<file path="src/srsc_pkg.sv">
/*
 * srsc_pkg: opcodes, timing figures and parameter-header layout of the
 * suspend / resume / reset / parameter-table command logic.
 * Assumes a 10 MHz core clock and a byte-serial link, most significant
 * bit first.
 */
package srsc_pkg;

    // ==========================================================
    // opcodes
    // ==========================================================
    localparam logic [7:0] OP_READ = 8'h03;
    localparam logic [7:0] OP_FAST_READ = 8'h0B;
    localparam logic [7:0] OP_DUAL_READ = 8'h3B;
    localparam logic [7:0] OP_QUAD_READ = 8'h6B;
    localparam logic [7:0] OP_DUAL_IO_READ = 8'hBB;
    localparam logic [7:0] OP_QUAD_IO_READ = 8'hEB;
    localparam logic [7:0] OP_PARAM_TABLE_READ = 8'h5A;
    localparam logic [7:0] OP_WRITE_LATCH_SET = 8'h06;
    localparam logic [7:0] OP_WRITE_LATCH_CLEAR = 8'h04;
    localparam logic [7:0] OP_READ_SECURITY = 8'h2B;
    localparam logic [7:0] OP_READ_ID = 8'h9F;
    localparam logic [7:0] OP_READ_STATUS = 8'h05;
    localparam logic [7:0] OP_READ_SIGNATURE = 8'hAB;
    localparam logic [7:0] OP_READ_MFR_ID = 8'h90;
    localparam logic [7:0] OP_ALLOW_B1 = 8'hB1;
    localparam logic [7:0] OP_ALLOW_C1 = 8'hC1;
    localparam logic [7:0] OP_SUSPEND = 8'hB0;
    localparam logic [7:0] OP_RESUME = 8'h30;
    localparam logic [7:0] OP_RESET_ARM = 8'h66;
    localparam logic [7:0] OP_RESET = 8'h99;
    localparam logic [7:0] OP_NULL = 8'h00;
    localparam logic [7:0] OP_READ_CONFIG = 8'h15;

    // ==========================================================
    // timing
    // ==========================================================
    localparam int CLK_KHZ = 10000;
    localparam int ERASE_MIN_US = 20;
    // least time: round up to whole cycles
    localparam int ERASE_MIN_CYC = (ERASE_MIN_US * CLK_KHZ + 999) / 1000;
    localparam int ERASE_CNT_W = 8;

    // ==========================================================
    // frame layout of the parameter-table read
    // ==========================================================
    localparam logic [2:0] BYTE_ADDR_FIRST = 3'h1;
    localparam logic [2:0] BYTE_ADDR_LAST = 3'h3;
    localparam logic [2:0] BYTE_DATA = 3'h5;
    localparam logic [2:0] BIT_LAST = 3'h7;

    // ==========================================================
    // parameter-table header
    // ==========================================================
    localparam logic [31:0] HDR_SIGNATURE = 32'h50444653;
    localparam logic [7:0] HDR_MINOR_REV = 8'h06;
    localparam logic [7:0] HDR_MAJOR_REV = 8'h01;
    localparam logic [7:0] HDR_COUNT = 8'h03;
    localparam logic [7:0] HDR_UNUSED = 8'hFF;
    localparam logic [7:0] HDR_PARAM_ID = 8'h00;
    localparam logic [7:0] HDR_PARAM_LEN = 8'h10;
    localparam logic [23:0] HDR_PTR_DEFAULT = 24'h000030;

    // read-type, write-latch, suspend, resume and reset commands still taken while suspended
    function automatic logic srsc_allowed(input logic [7:0] op);
        case (op)
            OP_READ, OP_FAST_READ, OP_DUAL_READ, OP_QUAD_READ,
            OP_DUAL_IO_READ, OP_QUAD_IO_READ, OP_PARAM_TABLE_READ,
            OP_WRITE_LATCH_SET, OP_WRITE_LATCH_CLEAR, OP_READ_SECURITY,
            OP_READ_ID, OP_READ_STATUS, OP_READ_SIGNATURE, OP_READ_MFR_ID,
            OP_ALLOW_B1, OP_ALLOW_C1, OP_SUSPEND, OP_RESUME, OP_RESET_ARM,
            OP_RESET, OP_NULL, OP_READ_CONFIG: srsc_allowed = 1'b1;
            default: srsc_allowed = 1'b0;
        endcase
    endfunction : srsc_allowed

endpackage : srsc_pkg

</file>
<file path="src/srsc_sync.sv">
/*
 * srsc_sync: two-stage synchroniser, one per bit of a bus of levels.
 * Assumes each bit is a slow level; no bus coherence is given.
 */
`timescale 1ns/1ps
module srsc_sync
    import srsc_pkg::*;
#(
    parameter int WIDTH = 3
)
(
    input wire logic core_clk_in,
    input wire logic reset_in,
    input wire logic [WIDTH-1:0] async_in,
    output logic [WIDTH-1:0] sync_out
);
    logic [WIDTH-1:0] meta_q;

    always_ff @(posedge core_clk_in)
    begin
        meta_q <= async_in;
        sync_out <= meta_q;
    end
endmodule : srsc_sync

</file>
<file path="src/srsc_header_rom.sv">
/*
 * srsc_header_rom: first sixteen bytes of the parameter table.
 * Assumes the byte address comes from the link; bytes past the header
 * read as FFh because the full tables are kept elsewhere.
 */
`timescale 1ns/1ps
module srsc_header_rom
    import srsc_pkg::*;
#(
    parameter logic [23:0] TABLE_PTR = HDR_PTR_DEFAULT
)
(
    input wire logic [23:0] addr_in,
    output logic [7:0] data_out
);
    always_comb
    begin
        data_out = HDR_UNUSED;
        if (addr_in[23:4] == 20'h00000)
        begin
            case (addr_in[3:0])
                4'h0: data_out = HDR_SIGNATURE[7:0];
                4'h1: data_out = HDR_SIGNATURE[15:8];
                4'h2: data_out = HDR_SIGNATURE[23:16];
                4'h3: data_out = HDR_SIGNATURE[31:24];
                4'h4: data_out = HDR_MINOR_REV;
                4'h5: data_out = HDR_MAJOR_REV;
                4'h6: data_out = HDR_COUNT;
                4'h8: data_out = HDR_PARAM_ID;
                4'h9: data_out = HDR_MINOR_REV;
                4'hA: data_out = HDR_MAJOR_REV;
                4'hB: data_out = HDR_PARAM_LEN;
                4'hC: data_out = TABLE_PTR[7:0];
                4'hD: data_out = TABLE_PTR[15:8];
                4'hE: data_out = TABLE_PTR[23:16];
                default: data_out = HDR_UNUSED;
            endcase
        end
    end
endmodule : srsc_header_rom

</file>
<file path="src/srsc_ctrl.sv">
/*
 * srsc_ctrl: serial command front end for suspend, resume, software
 * reset and the parameter-table header read of a serial flash.
 * Assumes the array engine reports its busy levels on the core clock
 * and pauses while engine_hold_out is high; pins are asynchronous.
 */
`timescale 1ns/1ps
module srsc_ctrl
    import srsc_pkg::*;
#(
    parameter logic [23:0] TABLE_PTR = HDR_PTR_DEFAULT
)
(
    input wire logic core_clk_in,
    input wire logic reset_in,
    input wire logic cs_n_in,
    input wire logic sclk_in,
    input wire logic si_in,
    input wire logic erase_busy_in,
    input wire logic program_busy_in,
    input wire logic perf_mode_in,
    input wire logic [23:0] op_addr_in,
    output logic so_out,
    output logic so_oe_out,
    output logic write_enable_latch_out,
    output logic erase_suspended_flag_out,
    output logic program_suspended_flag_out,
    output logic [7:0] security_status_out,
    output logic busy_out,
    output logic engine_hold_out,
    output logic resume_out,
    output logic abort_out,
    output logic [23:0] suspended_addr_out,
    output logic [7:0] cmd_out,
    output logic cmd_valid_out
);
    // ==========================================================
    // pin synchronisation and edge detection
    // ==========================================================
    logic cs_n_s, sclk_s, si_s;
    logic sclk_prev_q, cs_prev_q;

    srsc_sync #(.WIDTH(3)) u_sync (
        .core_clk_in(core_clk_in),
        .reset_in(reset_in),
        .async_in({cs_n_in, sclk_in, si_in}),
        .sync_out({cs_n_s, sclk_s, si_s})
    );

    always_ff @(posedge core_clk_in)
    begin
        if (reset_in)
        begin
            sclk_prev_q <= 1'b0;
            cs_prev_q <= 1'b1;
        end
        else
        begin
            sclk_prev_q <= sclk_s;
            cs_prev_q <= cs_n_s;
        end
    end

    wire selected = ~cs_n_s;
    wire sclk_rise = selected & sclk_s & ~sclk_prev_q;
    wire sclk_fall = selected & ~sclk_s & sclk_prev_q;
    wire frame_end = cs_n_s & ~cs_prev_q;

    // ==========================================================
    // byte framing
    // ==========================================================
    logic [7:0] shift_q, opcode_q;
    logic [2:0] bit_q, byte_q;
    logic [23:0] addr_q;
    logic [7:0] rom_data;

    wire [7:0] shift_d = {shift_q[6:0], si_s};
    wire byte_done = sclk_rise & (bit_q == BIT_LAST);
    wire is_table_read = (opcode_q == OP_PARAM_TABLE_READ);
    wire data_phase = is_table_read & (byte_q == BYTE_DATA);
    wire addr_phase = (byte_q >= BYTE_ADDR_FIRST) &
                      (byte_q <= BYTE_ADDR_LAST);

    always_ff @(posedge core_clk_in)
    begin
        if (reset_in | ~selected)
        begin
            bit_q <= 3'h0;
            byte_q <= 3'h0;
            shift_q <= 8'h00;
        end
        else if (sclk_rise)
        begin
            shift_q <= shift_d;
            bit_q <= bit_q + 3'h1;
            if (byte_done && byte_q != BYTE_DATA)
                byte_q <= byte_q + 3'h1;
        end
    end

    always_ff @(posedge core_clk_in)
    begin
        if (reset_in)
        begin
            opcode_q <= OP_NULL;
            addr_q <= 24'h000000;
        end
        else if (byte_done)
        begin
            if (byte_q == 3'h0)
                opcode_q <= shift_d;
            else if (addr_phase)
                addr_q <= {addr_q[15:0], shift_d};
            else if (data_phase)
                addr_q <= addr_q + 24'h000001;
        end
    end

    srsc_header_rom #(.TABLE_PTR(TABLE_PTR)) u_rom (
        .addr_in(addr_q),
        .data_out(rom_data)
    );

    // data leaves on the falling clock so the host samples it on the rise
    always_ff @(posedge core_clk_in)
    begin
        if (reset_in | ~selected)
        begin
            so_out <= 1'b0;
            so_oe_out <= 1'b0;
        end
        else if (sclk_fall & data_phase)
        begin
            so_out <= rom_data[3'h7 - bit_q];
            so_oe_out <= 1'b1;
        end
    end

    // ==========================================================
    // command decode at deselect
    // ==========================================================
    logic erase_susp_q, prog_susp_q, pend_q, arm_q, latch_q;
    logic [ERASE_CNT_W-1:0] erase_cnt_q;

    wire suspended = erase_susp_q | prog_susp_q;
    // commands outside the list are dropped while suspended
    wire allowed = ~suspended | srsc_allowed(opcode_q);
    wire any_cmd = frame_end & (byte_q != 3'h0);
    // single-byte commands count only on a whole-byte deselect
    wire exec = frame_end & (byte_q == 3'h1) & (bit_q == 3'h0) & allowed;
    wire do_latch_set = exec & (opcode_q == OP_WRITE_LATCH_SET);
    wire do_latch_clr = exec & (opcode_q == OP_WRITE_LATCH_CLEAR);
    wire do_arm = exec & (opcode_q == OP_RESET_ARM);
    wire do_reset = exec & (opcode_q == OP_RESET) & arm_q;
    wire resume_ok = suspended & ~perf_mode_in;
    wire do_resume = exec & (opcode_q == OP_RESUME) & resume_ok;
    wire do_susp = exec & (opcode_q == OP_SUSPEND) & ~suspended;
    wire erase_ready = (erase_cnt_q >= ERASE_CNT_W'(ERASE_MIN_CYC));
    wire erase_run = erase_busy_in & ~suspended & ~pend_q;
    wire prog_run = program_busy_in & ~suspended;
    wire want_erase_susp = (do_susp & erase_run) | pend_q;
    wire enter_erase = want_erase_susp & erase_ready;
    wire enter_prog = do_susp & prog_run & ~erase_busy_in;
    wire enter_any = enter_erase | enter_prog;

    // reset arming: any other completed command disarms
    always_ff @(posedge core_clk_in)
    begin
        if (reset_in | do_reset)
            arm_q <= 1'b0;
        else if (do_arm)
            arm_q <= 1'b1;
        else if (any_cmd)
            arm_q <= 1'b0;
    end

    // erase time already run, so a suspend can wait out the minimum
    always_ff @(posedge core_clk_in)
    begin
        if (reset_in | do_reset | ~erase_busy_in)
            erase_cnt_q <= '0;
        else if (~suspended & ~erase_ready)
            erase_cnt_q <= erase_cnt_q + ERASE_CNT_W'(1);
    end

    always_ff @(posedge core_clk_in)
    begin
        if (reset_in | do_reset)
        begin
            erase_susp_q <= 1'b0;
            prog_susp_q <= 1'b0;
            pend_q <= 1'b0;
            latch_q <= 1'b0;
        end
        else
        begin
            pend_q <= want_erase_susp & ~erase_ready & erase_busy_in;
            if (enter_erase)
                erase_susp_q <= 1'b1;
            else if (do_resume)
                erase_susp_q <= 1'b0;
            if (enter_prog)
                prog_susp_q <= 1'b1;
            else if (do_resume)
                prog_susp_q <= 1'b0;
            // suspend entry wins over a latch set in the same cycle
            if (enter_any)
                latch_q <= 1'b0;
            else if (do_latch_set)
                latch_q <= 1'b1;
            else if (do_latch_clr)
                latch_q <= 1'b0;
        end
    end

    // ==========================================================
    // outputs to the array engine and status
    // ==========================================================
    always_ff @(posedge core_clk_in)
    begin
        if (reset_in)
        begin
            write_enable_latch_out <= 1'b0;
            erase_suspended_flag_out <= 1'b0;
            program_suspended_flag_out <= 1'b0;
            security_status_out <= 8'h00;
            busy_out <= 1'b0;
            engine_hold_out <= 1'b0;
            resume_out <= 1'b0;
            abort_out <= 1'b0;
            suspended_addr_out <= 24'h000000;
            cmd_out <= OP_NULL;
            cmd_valid_out <= 1'b0;
        end
        else
        begin
            write_enable_latch_out <= latch_q;
            erase_suspended_flag_out <= erase_susp_q;
            program_suspended_flag_out <= prog_susp_q;
            security_status_out <= {4'h0, erase_susp_q, prog_susp_q,
                                    2'b00};
            // busy holds through the resumed write
            busy_out <= (erase_busy_in | program_busy_in) &
                        ~suspended & ~do_reset;
            engine_hold_out <= suspended;
            resume_out <= do_resume;
            abort_out <= do_reset & (erase_busy_in | program_busy_in);
            // the array read path blanks this region while suspended
            if (enter_any)
                suspended_addr_out <= op_addr_in;
            cmd_out <= opcode_q;
            cmd_valid_out <= any_cmd & allowed;
        end
    end

    // ==========================================================
    // checks
    // ==========================================================
    erase_flag_set_a: assert property (@(posedge core_clk_in)
        disable iff (reset_in) enter_erase |=> ##1
        (erase_suspended_flag_out && security_status_out[3]))
        else $error("erase suspend flag not reported");

    prog_flag_set_a: assert property (@(posedge core_clk_in)
        disable iff (reset_in) enter_prog |=> ##1
        (program_suspended_flag_out && security_status_out[2]))
        else $error("program suspend flag not reported");

    resume_clears_a: assert property (@(posedge core_clk_in)
        disable iff (reset_in) do_resume |=> ##1
        (!erase_suspended_flag_out && !program_suspended_flag_out))
        else $error("resume left a suspend flag set");

    suspend_latch_a: assert property (@(posedge core_clk_in)
        disable iff (reset_in) enter_any |=> ##1
        !write_enable_latch_out)
        else $error("write latch not cleared on suspend");

    erase_delay_a: assert property (@(posedge core_clk_in)
        disable iff (reset_in) $rose(erase_susp_q) |->
        $past(erase_cnt_q) >= ERASE_CNT_W'(ERASE_MIN_CYC))
        else $error("erase suspended before minimum erase time");

    perf_block_a: assert property (@(posedge core_clk_in)
        disable iff (reset_in) (exec && opcode_q == OP_RESUME &&
        perf_mode_in && suspended) |=> suspended)
        else $error("resume taken in performance enhance mode");

    reset_arm_a: assert property (@(posedge core_clk_in)
        disable iff (reset_in) (any_cmd && !do_arm) |=> !arm_q)
        else $error("reset arm survived another command");

    soft_reset_a: assert property (@(posedge core_clk_in)
        disable iff (reset_in) do_reset |=> ##1 (!write_enable_latch_out
        && !erase_suspended_flag_out && !program_suspended_flag_out))
        else $error("software reset left volatile state");

    idle_suspend_a: assert property (@(posedge core_clk_in)
        disable iff (reset_in) (do_susp && !erase_busy_in &&
        !program_busy_in) |=> !suspended && !pend_q)
        else $error("suspend taken with nothing running");

    sig_byte_a: assert property (@(posedge core_clk_in)
        disable iff (reset_in) (addr_q == 24'h000000) |->
        rom_data == 8'h53)
        else $error("header byte 0 is not the signature low byte");

endmodule : srsc_ctrl

</file>
<file path="config.mk">
export PLATFORM = sky130hd
export DESIGN_NAME = srsc_ctrl
export DESIGN_NICKNAME = d
export VERILOG_FILES = /design/src/srsc_pkg.sv /design/src/srsc_sync.sv /design/src/srsc_header_rom.sv /design/src/srsc_ctrl.sv
export SDC_FILE = /design/constraint.sdc
export NUM_CORES = 1
export LEC_CHECK = 0
export ABC_CLOCK_PERIOD_IN_PS = 4200
export BUFFER_PORTS_ARGS = -buffer_cell sky130_fd_sc_hd__clkbuf_2
export CORE_ASPECT_RATIO = 0.5
export CORE_MARGIN = 2
export CORE_UTILIZATION = 40
export DETAILED_ROUTE_END_ITERATION = 12
export PLACE_DENSITY = 0.63
export RECOVER_POWER = 100
export SYNTH_ARGS = -nofsm -noshare
export SYNTH_HDL_FRONTEND = slang
export SYNTH_SLANG_ARGS = --single-unit
</file>
<file path="constraint.sdc">
create_clock -name core_clk_in -period 4.2 [get_ports core_clk_in]
set_input_delay 0.84 -clock core_clk_in [delete_from_list [all_inputs] [get_ports core_clk_in]]
set_output_delay 0.84 -clock core_clk_in [all_outputs]
set_load 0.02 [all_outputs]
</file>
==> reports/summary.txt, run 1 <==
Status: finished, violations left
Failing checks: max-capacitance violations, max-slew violations
Syn. warnings: 0
Worst hold slack: 0.327 ns
Achievable frequency: 291 MHz
Maxcap violations: 2
Area Overhead vs Synth: 17.0%
1st-iter DRT viols: 245
Post-Route WL: 12.5 mm
Total number of vias: 4530
Antenna fix cells: 0
Core area: 0.0129 sq mm
Worst EP arrival: 3.66 ns
HP Class: reg -> reg
Hold path endpoint: u_sync.sync_out[1]
IO buf count: 75
Clock buffer depth: 2
Synth unique cells: 61
Post-synth EDFFs: 0
Drt pass-1 iters: 4
Setup slack, reg-to-reg: 0.76 ns
Count leader, synth: dfxtp_1
Clock skew after layout: 0.0131 ns
Worst hold path depth: 0
H-tree depth: 4
Gr usage total: 18.1%
Critical R2R Launch: opcode_q[7]
Filler Cell Count: 1222
Final cell count without fillers: 849
Worst path required time: 4.43 ns
Final worst path period share: 81.8%
DP Worst Slack: 1.01 ns
Inserted Clock Buffers: 17
Post-synth top area share: 42.7%
Leading area contributor after synthesis: dfxtp_1
Flops & latches, synth: 115
# hold bufs at CTS: 0
Synthesized area per cell: 8.85 sq um
Detail Route Antenna Nets: 0
Lkg Pwr: 2.29 nW
Vias in the first global route: 4339
Routed len/inst: 14.7 um
Starting density of the core: 41.7%
Gr ovfl total: 0
Setup violators final: 0
Row cnt: 29
Largest net degree at the start of global routing: 48
Die height: 86.1 um
Mapped cell area: 0.00539 sq mm
Fin. max-slew vios: 74
Slew HR: -32.3%
Setup TNS: 0 ns
CP cell instances: nand2b_1 > or4_1 > o41a_1 > o2bb2ai_2 > mux2i_1 > nor2_1
RSZ-0062 raised after global routing: no
CP delay by family, top: compound AO/OA/AOI/OAI gates
Ports: 82
Layout cells sized above 1: 11.6%
CP max-delay cell: o2bb2ai_2
CTS tree: built
CP bufs+invs: 0
Worst-margin pin slew: 1.98 ns
Worst R2R End: suspended_addr_out[13]
Fraction of registers with async set/reset: 0%
Cell Count Post-Placement: 818
Critical Path Max Stage Delay: 1.22 ns
First-pass GRT wire length: 21.1 mm
DP Wirelength: 8.62 mm
Synth area leaders: dfxtp_1, mux2i_1, nor2_1, ha_1, a21oi_1
Clk_lat worst skew: 0.42 ns
Hold_sp: u_sync.meta_q[1]
Worst Setup End Kind: flip-flop
Post-CTS Setup Repair Bufs: 0
GPL Wtd Cong: 0.870
Clk slew on worst S/H paths: 0.06 ns
Cts repair resizes: 0
DRC: 0
Fin crit period: 3.44 ns
Min setup slack post-route: 0.763 ns
Chip width: 168 um
Power density cells: 406 mW/mm^2
Final #Nets: 715
Antenna violations before repair: 0
R2R cell count: 6
WS Path Type: reg -> reg
Post-synthesis sequential area ratio: 42.7%
Final Hold Fails: 0
Syn Inst Count: 609
Power Total: 2.56 mW
List of most frequent post-synthesis cells: dfxtp_1, nor2_1, mux2i_1, a21oi_1, clkbuf_1
CTS root buf: clkbuf_16
Worst setup SP type: flip-flop
Die ar.: 0.0145 sq mm
Max VDD drop: 270 uV
Clk sinks: 115
Post-synth top flop: dfxtp_1
Via-per-instance ratio: 5.34
Top fanout value on the critical path: 25
-- per-layer routing --
metal	part of all wire (%)	vias to the layer above	global-route usage, %
met1	48	2108	23.4
met3	5.1	18	4.66
met4	1.6	0	7.45
met2	46	126	29.1
li1	-	2278	-
met5	0	-	0
-- cells by family after synthesis --
family | share of synthesized area (%)
simple gates | 21.4
compound gates | 15.5
flops | 42.7
buf+inv | 5.67
mux | 9.34
fa+ha+maj | 3.72
xor+xnor | 1.63
other cells | 0.0696
-- cell type report --
class                   instances  area, sq um  share of cell area [%]
multi-input cells             432         2790                    44.2
inverters                      21         80.1                    1.27
clock buffers                  17          425                    6.75
flip-flops and latches        115         2300                    36.5
repair buffers                 80          349                    5.54
clock inverters                14          146                    2.32
well taps                     170          213                    3.38
-- per-stage QoR --
stage	util (%)	area, sq um
2_1_floorplan	-	5410
3_3_place_gp	45.0	5810
3_5_place_dp	45.0	5810
4_1_cts	49.4	6390
5_1_grt	48.8	6300
6_report	48.8	6300
-- worst max path at each step --
| stage | startpoint | endpoint | slack [ns] | cells past startpoint |
|---|---|---|---|---|
| global route | opcode_q[7] | suspended_addr_out[21] | 0.49 | 6 |
| detailed placement | byte_q[2] | flip-flop | 1.01 | 11 |
| global placement | byte_q[2] | flip-flop | 1.10 | 11 |
| floorplan | byte_q[1] | flip-flop | 1.47 | 12 |
| CTS | byte_q[2] | flip-flop | 0.96 | 11 |
| finish | opcode_q[7] | suspended_addr_out[13] | 0.76 | 6 |
-- state kept, by name (all words and copies together), names as in the netlist, 3 cells and up, named ones only --
signal	cells
opcode_q	8
erase_cnt_q	8
suspended_addr_out	24
shift_q	7
byte_q	3
addr_q	24
u_sync.sync_out	3
u_sync.meta_q	3
cmd_out	8
bit_q	3
-- cells in the final DEF, fill, tap and decap left out, drive strengths merged, types with 3 or more instances in the layout --
master,Yosys,routed
o22ai,7,7
a211oi,13,13
nor3,5,5
xnor2,7,7
xor2,3,3
a2bb2oi,4,4
conb,1,6
mux2i,48,48
clkinvlp,0,3
buf,15,3
and3,10,10
a22oi,4,4
or4,3,3
a21oi,35,35
and2,3,3
a31o,4,4
o31ai,3,3
nand2,30,30
nand4,11,11
nor2,90,90
o311ai,3,3
o21ai,24,24
ha,16,16
nor2b,13,13
dfxtp,115,115
inv,20,29
o41ai,3,3
o21a,4,4
and4,8,8
nand3,21,21
nand2b,5,5
a21o,3,3
nor4bb,3,3
nor4,17,17
clkbuf,31,94
or2,4,4
-- report_power, final --
| part | total (mW) | internal, mW | switching [mW] |
|---|---|---|---|
| Combinational | 0.0541 | 0.0191 | 0.0350 |
| Clock | 1.40 | 0.831 | 0.571 |
| Sequential | 1.10 | 1.10 | 0.00424 |
| Total | 2.56 | 1.95 | 0.610 |
-- worst reg2reg max path, delay by kind of cell, from the launching register on --
kind | cells | cell delay (ns)
compound gates | 2 | 1.64
flops | 1 | 0.64
simple gates | 3 | 0.66
mux | 1 | 0.31
(Power assumes the default switching activity.)
==> run 2: changes to the inputs <==
Settings changed: ABC_CLOCK_PERIOD_IN_PS 4200 to 3000, PLACE_DENSITY 0.63 to 0.65.
Clock period 4.2 ns to 3 ns, I/O delays scaled along.
==> reports/summary.txt, run 2 (synthesized netlist as in run 1, its figures left out) <==
Clk sinks: 115 (unchanged)
Power density cells: 558 mW/mm^2 (+37%)
First-pass GRT wire length: 21.1 mm (+0.26%)
Die ar.: 0.0145 sq mm (unchanged)
Final Instance Area: 0.00647 sq mm (+2.6%)
Starting density of the core: 41.7% (unchanged)
Setup violators final: 0 (unchanged)
Worst hold slack: 0.287 ns (-0.0402 ns)
IO buf count: 75 (unchanged)
Drt pass-1 iters: 4 (unchanged)
Total number of vias: 4645 (+2.5%)
Fin crit period: 2.77 ns (-0.664 ns)
Die height: 86.1 um (unchanged)
Sequential cell area: 0.00230 sq mm (unchanged)
HP Class: in -> reg
CP cell instances: inv_1 > ha_1 > or4_4 > o21ai_2 > clkbuf_2 > mux2i_1 > a211oi_1 > buf_4 > xnor2_1 > mux2i_1
Worst-margin pin slew: 1.97 ns (-0.0103 ns)
Core area: 0.0129 sq mm (unchanged)
Post-Route WL: 12.8 mm (+2.0%)
Final Hold Fails: 0 (unchanged)
1st-iter DRT viols: 306 (+25%)
Detail Route Antenna Nets: 0 (unchanged)
Chip width: 168 um (unchanged)
Antenna violations before repair: 0 (unchanged)
Power Total: 3.61 mW (+41%)
Critical R2R Launch: byte_q[1]
Worst Setup End Kind: flip-flop
Inserted Clock Buffers: 17 (unchanged)
Final #Nets: 734 (+2.7%)
R2R cell count: 10 (+4)
Area Overhead vs Synth: 20.0%
Layout cells sized above 1: 14.4% (+2.8 points)
Gr usage total: 18.0% (-0.083 points)
WS Path Type: reg -> reg
Largest net degree at the start of global routing: 47 (-2.1%)
Ports: 82 (unchanged)
Lkg Pwr: 2.40 nW (+4.9%)
Worst path required time: 3.33 ns (-1.10 ns)
Maxcap violations: 1 (-1)
Area occupied by multi-input gates: 0.00280 sq mm (+0.54%)
H-tree depth: 4 (unchanged)
CTS root buf: clkbuf_16
Comb power frac: 2.2% (about the same)
DRC: 0 (unchanged)
Commonest non-fill, non-tap cells in the layout: dfxtp_1, nor2_1, clkbuf_1
Top fanout value on the critical path: 26 (+4.0%)
CP max-delay cell: clkbuf_2
# hold bufs at CTS: 0 (unchanged)
CP dominant cell by count: mux2i_1
Filler Cell Count: 1228 (+0.49%)
DP Worst Slack: 0.196 ns (-0.812 ns)
Worst EP arrival: 3.10 ns (-0.56 ns)
GPL Wtd Cong: 0.858 (-1.4%)
Status: finished, violations left
Routed len/inst: 14.7 um (-0.33%)
Gr ovfl total: 0 (unchanged)
Commonest non-fill, non-tap cell in the layout: dfxtp_1
DP Wirelength: 8.65 mm (+0.34%)
Worst setup SP type: flip-flop
Sw power: 807 uW (+32%)
Internal power: 2.80 mW (+44%)
Antenna fix cells: 0 (unchanged)
Critical Path Max Stage Delay: 0.48 ns (-0.74 ns)
Final cell count without fillers: 869 (+2.4%)
Power share of the sequential group: 42.7% (-0.4 points)
Row cnt: 29 (unchanged)
Max VDD drop: 363 uV (+34%)
Top flop regs: addr_q: 24 flops, suspended_addr_out: 24 flops
Vias in the first global route: 4300 (-0.90%)
CP Launch Point: byte_q[1]
Clk_lat worst skew: 0.41 ns (about the same)
Failing checks: max-capacitance violations, max-slew violations
Setup TNS: 0 ns (unchanged)
Post-DP Area: 0.00593 sq mm (+2.1%)
RSZ-0062 raised after global routing: no
CTS tree: built
Clk slew on worst S/H paths: 0.06 ns (about the same)
Fin. max-slew vios: 47 (-36%)
Slew HR: -31.6% (+0.69 points)
Setup slack, reg-to-reg: 0.23 ns (-0.54 ns)
Clock buffer depth: 2 (unchanged)
Final core utilization: 50.1% (+1.3 points)
Achievable frequency: 361 MHz (+24%)
Min setup slack post-route: 0.227 ns (-0.536 ns)
Clock power frac: 55.1% (+0.3 points)
Clock skew after layout: 0.00955 ns (-0.00354 ns)
Via-per-instance ratio: 5.35 (+0.18%)
Cell Count Post-Placement: 834 (+2.0%)
Final worst path period share: 92.4% (+11 points)
Sw frac: 22.4% (-1.5 points)
## run 2: cell types whose count changed in the layout (fill, tap and decap cells not counted), sizes merged
cell,previous run,this run
buf,3,19
bufinv,1,2
clkbuf,94,99
clkinv,2,5
clkinvlp,3,2
inv,29,25
## run 2: how the worst min path moves through the flow
stage,startpoint,to,cells past startpoint
finish,cs_n_in,u_sync.meta_q[2],1
global route,sclk_in,u_sync.meta_q[1],1
CTS,cs_n_in,u_sync.meta_q[2],1
detailed placement,u_sync.meta_q[0],u_sync.sync_out[0],0
global placement,u_sync.meta_q[2],u_sync.sync_out[2],0
floorplan,u_sync.meta_q[0],u_sync.sync_out[0],0
## run 2: layer usage
layer | wire, um | share of wire [%] | GRT usage, % | vias up
li1 | - | - | - | 2323
met1 | 6110 | 48 | 23.2 | 2170
met2 | 5780 | 45 | 29.2 | 135
met3 | 708 | 5.5 | 5.49 | 17
met4 | 170 | 1.3 | 5.80 | 0
met5 | 0 | 0 | 0 | -
## run 2: area by class of cell
type / count / share of cell area (%)
tap: 170 / 3.29
multi-input combinational: 432 / 43.3
clock inverter: 13 / 2.32
timing repair buffer: 99 / 7.55
inverter: 21 / 1.24
sequential: 115 / 35.6
clock buffer: 19 / 6.70
## run 2: power groups by stage
stage                     logic [mW]  registers (mW)  clock network [mW]
after floorplan               0.0507            1.57                   0
after global placement        0.0794            1.58                   0
after detailed placement      0.0799            1.58                   0
after CTS                     0.0801            1.54                2.02
after global routing          0.0875            1.54                2.09
final                         0.0786            1.54                1.99
## run 2: repair_timing
action / in CTS / in global routing
resized for setup: 0 / 5
endpoints found under the setup margin: 0 / 4
buffers inserted: 0 / 3
## run 2: worst max-delay path, delay by kind of cell, from the launching register on
family | cells | cell delay (ns)
compound gates | 2 | 0.34
xor+xnor | 1 | 0.16
fa+ha+maj | 1 | 0.19
buf+inv | 3 | 0.78
flops | 1 | 0.40
mux | 2 | 0.37
simple gates | 1 | 0.44
==> run 3: changes to the inputs <==
Settings changed: RECOVER_POWER 100 to not set.
==> reports/summary.txt, run 3 (synthesized netlist as in run 1, its figures left out) <==
Top flop regs: addr_q: 24 flops, suspended_addr_out: 24 flops
Die ar.: 0.0145 sq mm (unchanged)
Fin crit period: 2.76 ns (-0.0167 ns)
Fin. max-slew vios: 0 (-100%)
IO buf count: 75 (unchanged)
Worst EP arrival: 3.09 ns (about the same)
Commonest non-fill, non-tap cells in the layout: dfxtp_1, nor2_1, clkbuf_2
Ports: 82 (unchanged)
Setup TNS: 0 ns (unchanged)
1st-iter DRT viols: 295 (-3.6%)
Final Instance Area: 0.00656 sq mm (+1.4%)
Final Hold Fails: 0 (unchanged)
Clk slew on worst S/H paths: 0.06 ns (about the same)
DP Worst Slack: 0.196 ns (unchanged)
Post-Route WL: 12.7 mm (-0.42%)
Worst setup SP type: flip-flop
Final #Nets: 734 (unchanged)
Routed len/inst: 14.6 um (-0.42%)
First-pass GRT wire length: 21.1 mm (unchanged)
Final worst path period share: 91.9% (-0.56 points)
Setup violators final: 0 (unchanged)
Layout cells sized above 1: 21.7% (+7.3 points)
Post-DP Area: 0.00593 sq mm (unchanged)
Commonest non-fill, non-tap cell in the layout: dfxtp_1
Row cnt: 29 (unchanged)
Worst hold slack: 0.290 ns (+0.00379 ns)
Clk sinks: 115 (unchanged)
Status: completed
Via-per-instance ratio: 5.33 (-0.30%)
Core area: 0.0129 sq mm (unchanged)
Lkg Pwr: 2.57 nW (+7.1%)
Largest net degree at the start of global routing: 47 (unchanged)
CTS root buf: clkbuf_16
Filler Cell Count: 1197 (-2.5%)
Worst Setup End Kind: flip-flop
Vias in the first global route: 4300 (unchanged)
Min setup slack post-route: 0.244 ns (+0.0167 ns)
GPL Wtd Cong: 0.858 (unchanged)
Clock skew after layout: 0.00931 ns (-0.000246 ns)
Power density cells: 550 mW/mm^2 (-1.4%)
Detail Route Antenna Nets: 0 (unchanged)
Clk_lat worst skew: 0.41 ns (about the same)
Worst-margin pin slew: 0.896 ns (-1.08 ns)
Area Overhead vs Synth: 21.7%
Achievable frequency: 363 MHz (+0.61%)
H-tree depth: 4 (unchanged)
Clock buffer depth: 2 (unchanged)
Antenna violations before repair: 0 (unchanged)
Slew HR: 40.2% (+72 points)
Max VDD drop: 360 uV (-0.98%)
Inserted Clock Buffers: 17 (unchanged)
Worst path required time: 3.33 ns (about the same)
Gr ovfl total: 0 (unchanged)
HP Class: in -> reg
Drt pass-1 iters: 4 (unchanged)
Gr usage total: 18.0% (unchanged)
CP cell instances: inv_1 > ha_1 > or4_4 > o21a_2 > o21ai_2 > buf_6 > nand2b_1 > and3_1 > inv_1 > ha_1 > nor2_1 > a2bb2oi_1
Die height: 86.1 um (unchanged)
Total number of vias: 4631 (-0.30%)
Antenna fix cells: 0 (unchanged)
Top fanout value on the critical path: 12 (-54%)
Maxcap violations: 0 (-1)
Chip width: 168 um (unchanged)
CTS tree: built
DP Wirelength: 8.65 mm (unchanged)
CP max-delay cell: or4_4
Critical Path Max Stage Delay: 0.44 ns (-0.04 ns)
DRC: 0 (unchanged)
WS Path Type: reg -> reg
Starting density of the core: 41.7% (unchanged)
RSZ-0062 raised after global routing: no
## run 3: cell types whose count changed in the layout (fill, tap and decap cells not counted), sizes merged
cell,before,now
buf,19,24
clkbuf,99,94
## run 3: final timing paths
| kind | from | endpoint | slack, ns | cells after the start |
|---|---|---|---|---|
| worst max-delay path | byte_q[1] | flip-flop | 0.24 | 12 |
| worst min-delay path | cs_n_in | u_sync.meta_q[2] | 0.29 | 1 |
| worst max register to register | byte_q[1] | flip-flop | 0.24 | 12 |
| worst min register to register | u_sync.meta_q[1] | u_sync.sync_out[1] | 0.33 | 0 |
## run 3: final cells by class
class	count	area, sq um	share of cell area, %
Inverter	21	80.1	1.22
Multi-Input combinational cell	432	2820	43.0
Timing Repair Buffer	99	559	8.53
Clock buffer	19	433	6.60
Sequential cell	115	2300	35.1
Clock inverter	13	150	2.29
Tap cell	170	213	3.24
## run 3: what timing repair did
| action | CTS | global route |
|---|---|---|
| resized for setup | 0 | 5 |
| endpoints found under the hold margin | 0 | 0 |
| buffers inserted | 0 | 3 |
| hold buffers | 0 | 0 |
| endpoints found under the setup margin | 0 | 4 |
## run 3: per-stage QoR
step | power, mW | std cells | util, %
3_3_place_gp | 1.65 | 834 | 45.9
5_1_grt | 3.73 | 869 | 50.8
6_report | 3.61 | 869 | 50.8
3_5_place_dp | 1.66 | 834 | 45.9
4_1_cts | 3.64 | 866 | 50.5
2_1_floorplan | 1.63 | 614 | -
## run 3: power by group
part	total [mW]	internal [mW]	switching, mW
clock	1.99	1.24	0.750
sequential	1.54	1.54	0.00585
combinational	0.0800	0.0306	0.0494
## run 3: layer usage
layer / track usage (%) / wire [um] / up-vias
met4: 5.80 / 140 / 0
met1: 23.2 / 6160 / 2188
met2: 29.2 / 5770 / 106
met5: 0 / 0 / -
met3: 5.49 / 642 / 15
li1: - / - / 2322
## run 3: critical path, delay by kind of cell, from the launching register on
family	cells	cell delay (ns)
and+or+nand+nor	4	0.87
AOI/OAI and AO/OA	3	0.53
adders and majority gates	2	0.48
buffers and inverters	3	0.41
DFF	1	0.39
